`config.mk`:
```
export PLATFORM = sky130hd
export DESIGN_NAME = pfsc_top
export DESIGN_NICKNAME = d
export VERILOG_FILES = /design/src/rtl/pfsc_pkg.sv /design/src/rtl/pfsc_debounce.sv /design/src/rtl/pfsc_top.sv
export VERILOG_INCLUDE_DIRS = /design/src /design/src/rtl
export SDC_FILE = /design/constraint.sdc
export NUM_CORES = 1
export LEC_CHECK = 0
export ABC_AREA = 1
export BUFFER_PORTS_ARGS = -buffer_cell sky130_fd_sc_hd__buf_2
export CAP_MARGIN = 20
export CORE_MARGIN = 2
export CORE_UTILIZATION = 43
export CTS_CLUSTER_SIZE = 10
export DETAILED_ROUTE_END_ITERATION = 8
export MAX_ROUTING_LAYER = met4
export PLACE_DENSITY = 0.63
export REMOVE_ABC_BUFFERS = 1
export SYNTH_ARGS = -nofsm -noshare
export SYNTH_HDL_FRONTEND = slang
export SYNTH_SLANG_ARGS = --single-unit
```
`constraint.sdc`:
```
create_clock -name clk -period 1.7 [get_ports clk]
set_clock_uncertainty 0.05 [all_clocks]
set_input_delay 0.17 -clock clk [delete_from_list [all_inputs] [get_ports clk]]
set_output_delay 0.17 -clock clk [all_outputs]
set_load 0.01 [all_outputs]
```
`src/rtl/pfsc_regs.svh`:
```
// Purpose: register map, field positions, reset values and timing counts
// Assumes: control clock of 4 ns
// Notes:   included by bare name
`ifndef PFSC_REGS_SVH
`define PFSC_REGS_SVH

// register offsets
`define PFSC_CONV_SWITCH_SELECT_OFS  8'h0a
`define PFSC_AUX_RESET_PIN_SEL_OFS   8'h3d
`define PFSC_EXTRA_EN_ONE_SEL_OFS    8'h3e
`define PFSC_EXTRA_EN_TWO_SEL_OFS    8'h3f

// reset values
`define PFSC_CONV_SWITCH_SELECT_RST  8'h00
`define PFSC_AUX_RESET_PIN_SEL_RST   8'h00
`define PFSC_EXTRA_EN_ONE_SEL_RST    8'h00
`define PFSC_EXTRA_EN_TWO_SEL_RST    8'h00

// field positions
`define PFSC_CONV1_INTERNAL_SWITCH_BIT 0
`define PFSC_CONV2_INTERNAL_SWITCH_BIT 1
`define PFSC_AUX_RESET_ONE_LSB       0
`define PFSC_AUX_RESET_ONE_MSB       1
`define PFSC_AUX_RESET_TWO_LSB       4
`define PFSC_AUX_RESET_TWO_MSB       5

// channel-group codes of the aux reset fields
`define PFSC_GROUP_NONE              2'h0
`define PFSC_GROUP_ALWAYS_ON         2'h1
`define PFSC_GROUP_EXTRA_ONE         2'h2
`define PFSC_GROUP_EXTRA_TWO         2'h3

// timing
`define PFSC_CLK_PERIOD_NS           4
`define PFSC_DEBOUNCE_NS             10000
`define PFSC_DEBOUNCE_CYC \
  ((`PFSC_DEBOUNCE_NS + `PFSC_CLK_PERIOD_NS - 1) / `PFSC_CLK_PERIOD_NS)

`endif

```
`src/rtl/pfsc_pkg.sv`:
```
// Purpose: types of the pin function and standby control block
// Assumes: nothing
// Notes:   constants live in pfsc_regs.svh
package pfsc_pkg;

  typedef logic [11:0] pfsc_cnt_t;

  typedef enum logic [3:0] {
    PFSC_OFF     = 4'h1,
    PFSC_INIT    = 4'h2,
    PFSC_ACTIVE  = 4'h4,
    PFSC_STANDBY = 4'h8
  } pfsc_state_e;

  typedef struct packed {
    logic      level;
    pfsc_cnt_t cnt;
  } pfsc_deb_s;

  typedef struct packed {
    pfsc_state_e state;
    logic [7:0]  conv_sel;
    logic [7:0]  aux_sel;
    logic [7:0]  en1_sel;
    logic [7:0]  en2_sel;
    logic [7:0]  rdata;
    logic        wr_refused;
    logic        full_init_start;
    logic        fast_start;
    logic        in_standby;
    logic        run;
    logic        link_clock;
    logic        sync_clock;
    logic        conv1_switch_node;
    logic        conv2_switch_node;
    logic        int_oe_n;
    logic        err_oe_n;
    logic        host_rst_oe_n;
    logic [7:0]  ch_enable;
    logic [2:0]  pin_level;
  } pfsc_top_s;

endpackage : pfsc_pkg

```
`src/rtl/pfsc_debounce.sv`:
```
// Purpose: pass an input level only after it held stable 10 us
// Assumes: din synchronous to clk
// Notes:   dout starts low after reset
`timescale 1ns/1ps
`default_nettype none
`include "pfsc_regs.svh"

module pfsc_debounce (
  // clock and reset
  input  wire logic clk,
  input  wire logic rst_n,
  input  wire logic ce,
  // level
  input  wire logic din,
  output var  logic dout
);

  localparam pfsc_pkg::pfsc_cnt_t DEB_LAST =
    12'(`PFSC_DEBOUNCE_CYC - 1);

  pfsc_pkg::pfsc_deb_s s_reg;
  pfsc_pkg::pfsc_deb_s s_next;

  always_comb begin
    s_next = s_reg;
    if (din == s_reg.level) begin
      s_next.cnt = '0;
    end else if (s_reg.cnt == DEB_LAST) begin
      s_next.level = din;
      s_next.cnt   = '0;
    end else begin
      s_next.cnt = s_reg.cnt + 12'h001;
    end
  end

  always_ff @(posedge clk) begin
    if (!rst_n) begin
      s_reg <= '0;
    end else if (ce) begin
      s_reg <= s_next;
    end
  end

  assign dout = s_reg.level;

endmodule // pfsc_debounce
`default_nettype wire

```
`src/rtl/pfsc_top.sv`:
```
// Purpose: multipurpose pin function select and standby/enable control
// Assumes: pins and register port synchronous to the 250 MHz clock
// Notes:   open-drain pins drive low only; oe_n low means pulling down
//
// Operation
// - extra-enable-one select zero: pin is link clock
// - select nonzero: pin enables assigned channels
// - debounce extra enable one for 10 us
// - extra-enable-two select zero: pin is sync clock
// - select nonzero: pin enables assigned channels
// - debounce extra enable two for 10 us
// - aux reset one zero: interrupt open-drain output
// - nonzero: power-good reset of selected group
// - aux reset two zero: error open-drain output
// - nonzero: power-good reset of selected group
// - converter 1 bit: switch node or sense
// - converter 2 bit: switch node or sense
// - debounce enable input for 10 us
// - debounce standby request for 10 us
// - standby request high: standby when enable drops
// - re-enable from standby skips checks and loading
// - standby low: full initialization on every enable
// - guarded registers writable only in standby
// - active-low open-drain reset toward host
`timescale 1ns/1ps
`default_nettype none
`include "pfsc_regs.svh"

module pfsc_top (
  // clock and reset
  input  wire logic       clk,
  input  wire logic       rst_n,
  input  wire logic       ce,
  // register port from the serial interface
  input  wire logic       reg_wr,
  input  wire logic       reg_rd,
  input  wire logic [7:0] reg_addr,
  input  wire logic [7:0] reg_wdata,
  output var  logic [7:0] reg_rdata,
  output var  logic       reg_wr_refused,
  // control inputs
  input  wire logic       enable_in,
  input  wire logic       standby_request,
  input  wire logic       init_done,
  // shared pin 1 and pin 9 inputs
  input  wire logic       companion_link_clock,
  input  wire logic       sync_pin,
  // routed functions
  output var  logic       link_clock_out,
  output var  logic       sync_clock_out,
  output var  logic [7:0] channel_enable,
  // converter pin functions
  output var  logic       conv1_switch_node,
  output var  logic       conv2_switch_node,
  // event and power-good sources
  input  wire logic       interrupt_req,
  input  wire logic       error_req,
  input  wire logic       host_reset_req,
  input  wire logic       pg_always_on,
  input  wire logic       pg_extra_one,
  input  wire logic       pg_extra_two,
  // open-drain pin 8
  input  wire logic       interrupt_pin_in,
  output var  logic       interrupt_out_n,
  output var  logic       interrupt_oe_n,
  // open-drain pin 36
  input  wire logic       error_pin_in,
  output var  logic       error_out_n,
  output var  logic       error_oe_n,
  // open-drain host reset
  input  wire logic       host_reset_pin_in,
  output var  logic       host_reset_out_n,
  output var  logic       host_reset_oe_n,
  // status
  output var  logic [2:0] pin_level,
  output var  logic       full_init_start,
  output var  logic       fast_start,
  output var  logic       in_standby,
  output var  logic       run
);

  pfsc_pkg::pfsc_top_s s_reg;
  pfsc_pkg::pfsc_top_s s_next;

  logic en_db;
  logic standby_request_db;
  logic en1_db;
  logic en2_db;
  logic en1_mode;
  logic en2_mode;

  // power-good of the group a field selects; low means not good
  function automatic logic group_good(input logic [1:0] grp,
                                      input logic       aon,
                                      input logic       one,
                                      input logic       two);
    case (grp)
      `PFSC_GROUP_ALWAYS_ON: group_good = aon;
      `PFSC_GROUP_EXTRA_ONE: group_good = one;
      `PFSC_GROUP_EXTRA_TWO: group_good = two;
      default:               group_good = 1'b1;
    endcase
  endfunction

  // registers that only take writes in standby
  function automatic logic guarded(input logic [7:0] a);
    guarded = (a == `PFSC_CONV_SWITCH_SELECT_OFS) ||
              (a == `PFSC_EXTRA_EN_ONE_SEL_OFS) ||
              (a == `PFSC_EXTRA_EN_TWO_SEL_OFS);
  endfunction

  assign en1_mode = (s_reg.en1_sel != 8'h00);
  assign en2_mode = (s_reg.en2_sel != 8'h00);

  pfsc_debounce u_deb_en (
    .clk   (clk),
    .rst_n (rst_n),
    .ce    (ce),
    .din   (enable_in),
    .dout  (en_db)
  );

  pfsc_debounce u_deb_standby_request (
    .clk   (clk),
    .rst_n (rst_n),
    .ce    (ce),
    .din   (standby_request),
    .dout  (standby_request_db)
  );

  pfsc_debounce u_deb_en1 (
    .clk   (clk),
    .rst_n (rst_n),
    .ce    (ce),
    .din   (en1_mode & companion_link_clock),
    .dout  (en1_db)
  );

  pfsc_debounce u_deb_en2 (
    .clk   (clk),
    .rst_n (rst_n),
    .ce    (ce),
    .din   (en2_mode & sync_pin),
    .dout  (en2_db)
  );

  always_comb begin
    logic       wr_ok;
    logic [1:0] grp1;
    logic [1:0] grp2;
    wr_ok = 1'b0;
    grp1  = s_reg.aux_sel[`PFSC_AUX_RESET_ONE_MSB:`PFSC_AUX_RESET_ONE_LSB];
    grp2  = s_reg.aux_sel[`PFSC_AUX_RESET_TWO_MSB:`PFSC_AUX_RESET_TWO_LSB];
    s_next = s_reg;
    s_next.full_init_start = 1'b0;
    s_next.fast_start      = 1'b0;
    s_next.wr_refused      = 1'b0;

    // register writes
    if (reg_wr) begin
      wr_ok = !guarded(reg_addr) ||
              (s_reg.state == pfsc_pkg::PFSC_STANDBY);
      s_next.wr_refused = !wr_ok;
      if (wr_ok) begin
        case (reg_addr)
          `PFSC_CONV_SWITCH_SELECT_OFS: s_next.conv_sel = reg_wdata;
          `PFSC_AUX_RESET_PIN_SEL_OFS:  s_next.aux_sel  = reg_wdata;
          `PFSC_EXTRA_EN_ONE_SEL_OFS:   s_next.en1_sel  = reg_wdata;
          `PFSC_EXTRA_EN_TWO_SEL_OFS:   s_next.en2_sel  = reg_wdata;
          default:                      s_next.rdata    = s_reg.rdata;
        endcase
      end
    end

    // register reads; unmapped offsets read zero
    if (reg_rd) begin
      case (reg_addr)
        `PFSC_CONV_SWITCH_SELECT_OFS: s_next.rdata = s_reg.conv_sel;
        `PFSC_AUX_RESET_PIN_SEL_OFS:  s_next.rdata = s_reg.aux_sel;
        `PFSC_EXTRA_EN_ONE_SEL_OFS:   s_next.rdata = s_reg.en1_sel;
        `PFSC_EXTRA_EN_TWO_SEL_OFS:   s_next.rdata = s_reg.en2_sel;
        default:                      s_next.rdata = 8'h00;
      endcase
    end

    // main enable / standby sequence
    case (s_reg.state)
      pfsc_pkg::PFSC_OFF: begin
        if (en_db) begin
          s_next.state           = pfsc_pkg::PFSC_INIT;
          s_next.full_init_start = 1'b1;
        end
      end
      pfsc_pkg::PFSC_INIT: begin
        if (!en_db) begin
          s_next.state = pfsc_pkg::PFSC_OFF;
        end else if (init_done) begin
          s_next.state = pfsc_pkg::PFSC_ACTIVE;
        end
      end
      pfsc_pkg::PFSC_ACTIVE: begin
        if (!en_db) begin
          s_next.state = standby_request_db ? pfsc_pkg::PFSC_STANDBY
                                 : pfsc_pkg::PFSC_OFF;
        end
      end
      pfsc_pkg::PFSC_STANDBY: begin
        if (en_db) begin
          s_next.state      = pfsc_pkg::PFSC_ACTIVE;
          s_next.fast_start = 1'b1;
        end else if (!standby_request_db) begin
          s_next.state = pfsc_pkg::PFSC_OFF;
        end
      end
      default: begin
        s_next.state = pfsc_pkg::PFSC_OFF;
      end
    endcase

    s_next.in_standby = (s_next.state == pfsc_pkg::PFSC_STANDBY);
    s_next.run        = (s_next.state == pfsc_pkg::PFSC_ACTIVE);

    // shared pin routing
    s_next.link_clock = !en1_mode & companion_link_clock;
    s_next.sync_clock = !en2_mode & sync_pin;
    s_next.ch_enable  = (s_reg.en1_sel & {8{en1_db}}) |
                        (s_reg.en2_sel & {8{en2_db}});

    s_next.conv1_switch_node =
      s_reg.conv_sel[`PFSC_CONV1_INTERNAL_SWITCH_BIT];
    s_next.conv2_switch_node =
      s_reg.conv_sel[`PFSC_CONV2_INTERNAL_SWITCH_BIT];

    // open-drain pins: oe_n low pulls the wire low
    if (grp1 == `PFSC_GROUP_NONE) begin
      s_next.int_oe_n = !interrupt_req;
    end else begin
      s_next.int_oe_n = group_good(grp1, pg_always_on,
                                   pg_extra_one, pg_extra_two);
    end
    if (grp2 == `PFSC_GROUP_NONE) begin
      s_next.err_oe_n = !error_req;
    end else begin
      s_next.err_oe_n = group_good(grp2, pg_always_on,
                                   pg_extra_one, pg_extra_two);
    end
    s_next.host_rst_oe_n = s_next.run & !host_reset_req;

    s_next.pin_level = {host_reset_pin_in, error_pin_in, interrupt_pin_in};
  end

  always_ff @(posedge clk) begin
    if (!rst_n) begin
      s_reg               <= '0;
      s_reg.state         <= pfsc_pkg::PFSC_OFF;
      s_reg.conv_sel      <= `PFSC_CONV_SWITCH_SELECT_RST;
      s_reg.aux_sel       <= `PFSC_AUX_RESET_PIN_SEL_RST;
      s_reg.en1_sel       <= `PFSC_EXTRA_EN_ONE_SEL_RST;
      s_reg.en2_sel       <= `PFSC_EXTRA_EN_TWO_SEL_RST;
      s_reg.int_oe_n      <= 1'b1;
      s_reg.err_oe_n      <= 1'b1;
      s_reg.host_rst_oe_n <= 1'b0;
      s_reg.pin_level     <= 3'h7;
    end else if (ce) begin
      s_reg <= s_next;
    end
  end

  assign reg_rdata         = s_reg.rdata;
  assign reg_wr_refused    = s_reg.wr_refused;
  assign link_clock_out    = s_reg.link_clock;
  assign sync_clock_out    = s_reg.sync_clock;
  assign channel_enable    = s_reg.ch_enable;
  assign conv1_switch_node = s_reg.conv1_switch_node;
  assign conv2_switch_node = s_reg.conv2_switch_node;
  assign interrupt_out_n   = 1'b0;
  assign interrupt_oe_n    = s_reg.int_oe_n;
  assign error_out_n       = 1'b0;
  assign error_oe_n        = s_reg.err_oe_n;
  assign host_reset_out_n  = 1'b0;
  assign host_reset_oe_n   = s_reg.host_rst_oe_n;
  assign pin_level         = s_reg.pin_level;
  assign full_init_start   = s_reg.full_init_start;
  assign fast_start        = s_reg.fast_start;
  assign in_standby        = s_reg.in_standby;
  assign run               = s_reg.run;

endmodule // pfsc_top
`default_nettype wire

```
==> results.tsv, run 1 <==
stage	metric	value	unit
run_status	status	complete, no violations	
layout	syn_to_final_growth	17.66	%
power_and_ir_drop	p_leak	3.020	nW
placed_design	finalWeightedCongestion	0.8496	
timing	setup-violations-final	0	
routing	drt_iter0_drc	437	
setup_path	criticalPathCategory	register to register	
timing	finalHoldViolations	0	
floorplan	core_area	0.01448	mm2
setup_path	startpoint_type	register	
clocking	clkLatencyLatePin	0.41	ns
layout	stdcell_count	1206	
power_and_ir_drop	p_int	0.005313	W
yosys	synth-edff-count	0	
routing	vias_per_cell	5.090	
job	cap_violations	0	
global_routing	grt_first_pass_wirelength	26460	um
floorplan	die_x	125.4	um
power_and_ir_drop	switchingPower	0.001561	W
yosys	synthArstFlopShare	0	
routing	vias	6139	
yosys	netlist_area	0.006332	mm2
layout	largest_reg_flops	34	
yosys	ys_seq_elements	119	
floorplan	io_pins	69	
clocking	clock-root-buffer	clkbuf_16	
floorplan	rows	44	
power_and_ir_drop	power_density	922.7	mW/mm2
min_path	hp-class	input pin to register	
layout	ff_latch_area	0.002385	mm2
yosys	yosys_warnings	0	
timing	max_freq	643.3	MHz
placed_design	hpwlAfterDp	11180	um
yosys	synth_seq_area_share	0.3762	
floorplan	die_h	125.4	um
power_and_ir_drop	p_clk_frac	0.529	
setup_path	worst-endpoint-arrival	1.85	ns
layout	final_core_util	0.5146	
power_and_ir_drop	sequentialPowerShare	0.414	
timing	post-route-period-util	0.9144	
global_routing	grt_remaining_overflow	0	
routing	drc	0	
layout	multi_input_area	0.003259	mm2
routing	totalWireLength	15860	um
power_and_ir_drop	report.power.total	0.006875	W
layout	nFillCells	1479	
clocking	clockBufferDepth	2	
global_routing	grt_pass1_vias	5430	
placed_design	dpl.cell_count	1163	
floorplan	start_util	0.4373	
timing	min_period	1.555	ns
setup_path	crit_fanout	8	
timing	drv_slew	0	
yosys	ys_types	39	
global_routing	antenna_found_initial	0	
layout	postLayoutCellArea	0.007451	mm2
routing	wl_per_cell	13.15	um
routing	drtPass1Iterations	5	
timing	rsz0062_at_grt	true	
timing	finalSetupTns	0	ns
clocking	cts_tree	done	
layout	antennaDiodeCount	0	
power_and_ir_drop	ir_worst_vdd	0.7198	mV
clocking	cts.sinks	119	
setup_path	critPathRequiredTime	2.00	ns
yosys	synth-main-ff-cell	dfxtp_1	
clocking	cts.clk_slew.worst_paths	0.05	ns
power_and_ir_drop	combinationalPowerShare	0.057	
layout	layout-drive-gt1-share	0.1507	
clocking	htreeDepth	4	
clocking	cts_setup_buffers	0	
global_routing	grt_max_degree	47	
placed_design	post_dp_cell_area	0.006736	mm2
yosys	synthCells	948	
setup_path	end_kind	register	
power_and_ir_drop	swShare	0.2271	
routing	drtAntennaViolNets	0	
global_routing	grt_usage	0.2115	
layout	layout.nets	1048	
yosys	synth.avg_cell_area	6.680	um2
clocking	cts_inserted_buffers	17	
placed_design	port-buffer-count	65	
floorplan	die_area	0.01571	mm2
## power by group through the flow
stage               Sequential, W  Clock, W  Combinational (W)
detailed placement        0.00291         0           0.000373
global route              0.00285   0.00382           0.000438
finish                    0.00285   0.00364           0.000391
global placement          0.00291         0           0.000372
CTS                       0.00285   0.00369           0.000395
floorplan                 0.00291         0           0.000161
## repair_timing
| item | CTS | global route |
|---|---|---|
| hold endpoints to repair | 11 | 0 |
| gates resized for setup | 0 | 6 |
| hold buffers | 11 | 0 |
| setup endpoints to repair | 0 | 6 |
## layout by cell type, fill, tap and decap left out, types with 23 or more instances in the layout
master,count
nand3_1,84
o21ai_1,25
dfxtp_1,117
a21oi_1,106
o21ai_0,56
nor2_1,79
nand2_1,222
buf_2,65
inv_1,85
nand4_1,23
## layer usage
| layer | vias up | routed length (um) | track usage |
|---|---|---|---|
| li1 | 3239 | - | - |
| met3 | 17 | 681 | 0.05392 |
| met2 | 113 | 7247 | 0.3296 |
| met1 | 2770 | 7760 | 0.2758 |
| met5 | - | 0 | - |
| met4 | 0 | 175 | 0.05359 |
## final timing paths
check,start,endpoint,slack (ns),cells after the start
worst max register to register,u_deb_en2.s_reg[1],u_deb_en2.s_reg[8],0.15,9
worst min register to register,pin_level[0],pin_level[0],0.40,2
worst min-delay path,reg_wdata[6],s_reg[53],0.02,3
worst max-delay path,u_deb_en2.s_reg[1],u_deb_en2.s_reg[8],0.15,9
## cell usage after synthesis (4+ instances only)
cell type / instances / area [um2]
buf_4: 22 / 165.2
xor2_1: 5 / 43.79
inv_2: 9 / 33.78
a21oi_1: 106 / 530.5
nor3_1: 18 / 90.09
clkbuf_1: 11 / 41.29
nor2_1: 81 / 304.0
o21ai_1: 23 / 115.1
buf_2: 15 / 75.07
nand2_1: 222 / 833.3
nor2_2: 5 / 31.28
nand2_2: 4 / 25.02
buf_1: 5 / 18.77
nand4_1: 23 / 143.9
o22ai_1: 10 / 62.56
ha_1: 4 / 50.05
inv_1: 87 / 326.6
nand3_1: 84 / 420.4
dfxtp_1: 119 / 2382
nor2_4: 4 / 45.04
o21ai_0: 58 / 290.3
nand3b_1: 5 / 37.54
## final cells by class
cell class,instances,share of cell area
multi-input combinational,677,0.4374
sequential,119,0.3201
timing repair buffer,96,0.08195
clock buffer,25,0.06784
inverter,98,0.04954
tap,184,0.03090
clock inverter,7,0.01226
## per-stage QoR
| stage | hold slack, ns | worst slack (ns) |
|---|---|---|
| after floorplan | 0.2042 | 0.02358 |
| after global placement | 0.3340 | 0.1585 |
| after detailed placement | 0.3324 | 0.1402 |
| after CTS | 0.0007715 | 0.1249 |
| after global routing | 0.003135 | -0.03682 |
| final | 0.01684 | 0.1455 |
## cells by family (layout without fill, tap and decap cells)
| group | count (synthesis) | after routing | share of synthesized area |
|---|---|---|---|
| simple gates | 459 | 459 | 0.3274 |
| compound gates | 206 | 206 | 0.1699 |
| buf+inv | 154 | 226 | 0.1110 |
| flops | 119 | 119 | 0.3762 |
| xor+xnor | 5 | 5 | 0.006915 |
| fa+ha+maj | 4 | 4 | 0.007904 |
| other cells | 1 | 3 | 0.0005922 |
## worst max-delay path, cell delays in order, from the launching register on
cell and delay (ns):
dfxtp_1 0.35, ha_1 0.31, nand2_1 0.11, nor2_1 0.20, nand2_1 0.08, nand2_1 0.06, nand2_1 0.04, nor2_1 0.10
nand3_1 0.08, a21oi_1 0.12
No activity file was read; power rests on OpenSTA's default activity.
==> inputs of run 2 (changes only) <==
--- a/config.mk
+++ b/config.mk
@@ -11,6 +11,7 @@
 export CAP_MARGIN = 20
 export CORE_MARGIN = 2
 export CORE_UTILIZATION = 43
+export CTS_BUF_LIST = sky130_fd_sc_hd__clkbuf_16
 export CTS_CLUSTER_SIZE = 10
 export DETAILED_ROUTE_END_ITERATION = 8
 export MAX_ROUTING_LAYER = met4
==> constraint.sdc (replaced) <==
create_clock -name clk -period 1.77 [get_ports clk]
set_clock_uncertainty 0.05 [all_clocks]
set_input_delay 0.177 -clock clk [delete_from_list [all_inputs] [get_ports clk]]
set_output_delay 0.177 -clock clk [all_outputs]
set_load 0.01 [all_outputs]
==> run 2 against run 1 <==
  * Die area is the same
  * Register-to-register slack gained 0.07 ns
  * First-iteration DRC count up 5.7%
  * Critical endpoint is now u_deb_en.s_reg[10]
  * Largest cell class unchanged
  * Highest routed layer unchanged
==> results.tsv, run 2 (synthesis results as in run 1) <==
stage	metric	value	unit	change
run_status	status	complete, no violations		
setup_path	criticalPathCategory	register to register		
floorplan	die_x	125.4	um	unchanged
power_and_ir_drop	power_density	866.8	mW/mm2	-6.1%
routing	totalWireLength	16080	um	+1.4%
layout	mostFrequentLayoutCells	nand2_1, dfxtp_1, a21oi_1		
setup_path	crit_fanout	6		-2
layout	antennaDiodeCount	0		unchanged
global_routing	grt_pass1_vias	5612		+3.4%
setup_path	startpoint_type	register		
clocking	cts_tree	done		
placed_design	hpwlAfterDp	11210	um	+0.31%
timing	rsz0062_at_grt	false		
timing	post-route-period-util	0.8782		-0.03625
floorplan	rows	44		unchanged
timing	setup-violations-final	0		unchanged
routing	vias_per_cell	5.179		+1.7%
clocking	cts_inserted_buffers	17		unchanged
clocking	clkLatencyLatePin	0.42	ns	about the same
global_routing	grt_max_degree	45		-4.3%
layout	layout-drive-gt1-share	0.1492		-0.001519
layout	final_common_cell	nand2_1		
placed_design	port-buffer-count	65		unchanged
setup_path	worst-endpoint-arrival	1.85	ns	about the same
floorplan	start_util	0.4373		unchanged
placed_design	finalWeightedCongestion	0.8628		+1.6%
routing	vias	6230		+1.5%
routing	drtAntennaViolNets	0		unchanged
floorplan	io_pins	69		unchanged
global_routing	antenna_found_initial	0		unchanged
layout	final_core_util	0.5115		-0.003111
global_routing	grt_usage	0.2133		+0.001783
clocking	clock-root-buffer	clkbuf_16		
timing	finalHoldViolations	0		unchanged
power_and_ir_drop	ir_worst_vdd	0.6905	mV	-4.1%
global_routing	grt_remaining_overflow	0		unchanged
floorplan	die_area	0.01571	mm2	unchanged
timing	drv_slew	0		unchanged
setup_path	end_kind	register		
routing	drtPass1Iterations	6		+1
min_path	hp-class	input pin to register		
routing	drc	0		unchanged
clocking	htreeDepth	4		unchanged
setup_path	critPathRequiredTime	2.07	ns	+0.07 ns
clocking	clockBufferDepth	2		unchanged
clocking	cts.clk_slew.worst_paths	0.05	ns	about the same
floorplan	die_h	125.4	um	unchanged
layout	largest_reg_flops	34		unchanged
global_routing	grt_first_pass_wirelength	26830	um	+1.4%
routing	drt_iter0_drc	462		+5.7%
floorplan	core_area	0.01448	mm2	unchanged
layout	layout.nets	1045		-0.29%
timing	finalSetupTns	0	ns	unchanged
power_and_ir_drop	p_leak	2.986	nW	-1.2%
timing	min_period	1.554	ns	-0.0001510 ns
layout	syn_to_final_growth	16.95	%	
job	cap_violations	0		unchanged
routing	wl_per_cell	13.37	um	+1.6%
clocking	cts.sinks	119		unchanged
timing	max_freq	643.4	MHz	about the same
==> run 2: cell count changes in the layout (fill, tap and decap cells not counted), moves of 3 or more <==
| cell | before | now |
|---|---|---|
| clkinvlp_4 | 1 | 4 |
| buf_4 | 18 | 14 |
| clkbuf_1 | 3 | 0 |
| clkinv_2 | 4 | 8 |
| clkbuf_8 | 5 | 0 |
==> run 2: timing repair <==
item / CTS / global route
setup buffers: 0 / 0
gates resized for setup: 0 / 4
setup endpoints to repair: 0 / 2
hold buffers: 11 / 0
hold endpoints to repair: 11 / 0
==> run 2: metrics by stage <==
| step | cell area [um2] | hold WS (ns) | power [W] | worst slack [ns] | cells |
|---|---|---|---|---|---|
| after floorplan | 6006 | 0.2112 | 0.002953 | 0.08658 | 894 |
| after global placement | 6726 | 0.3398 | 0.003154 | 0.1961 | 1160 |
| after detailed placement | 6726 | 0.3451 | 0.003157 | 0.1838 | 1160 |
| after CTS | 7400 | 0.001217 | 0.006474 | 0.1714 | 1203 |
| after global routing | 7406 | 0.01339 | 0.006643 | 0.01269 | 1203 |
| final | 7406 | 0.01688 | 0.006420 | 0.2156 | 1203 |
==> run 2: worst max-delay path, stage by stage, from the launching register on <==
cell and delay, ns:
dfxtp_1 0.42, ha_1 0.22, nand2_1 0.09, inv_1 0.08, nand4_1 0.13, nor2_1 0.20, nand2_1 0.07, nand2_1 0.06
nand3_1 0.06, a21oi_1 0.12
==> run 2: cell type report <==
type                       instances  area, um2
clock inverter                    15      137.6
fill                            1513       7073
sequential                       119       2384
timing repair buffer              93      600.6
inverter                          98      369.1
tap                              184      230.2
multi-input combinational        677       3259
clock buffer                      17      425.4
==> run 2: metal layers <==
layer / wire length, um / vias to the layer above / track usage
li1: - / 3239 / -
met1: 7676 / 2841 / 0.2718
met2: 7551 / 137 / 0.3408
met3: 679 / 13 / 0.04193
met4: 173 / 0 / 0.07124
met5: 0 / - / -
==> run 2: power breakdown <==
group	internal, W	switching [W]
Combinational	0.000138	0.000244
Sequential	0.00271	0.0000222
Clock	0.00204	0.00126
Total	0.00489	0.00153
==> run 2: worst paths after layout <==
| kind | startpoint | to | slack, ns | cells past startpoint |
|---|---|---|---|---|
| setup / recovery | u_deb_en.s_reg[0] | u_deb_en.s_reg[10] | 0.22 | 9 |
| setup reg to reg | u_deb_en.s_reg[0] | u_deb_en.s_reg[10] | 0.22 | 9 |
| hold reg to reg | pin_level[1] | pin_level[1] | 0.40 | 2 |
| hold / removal | error_req | error_oe_n | 0.02 | 4 |
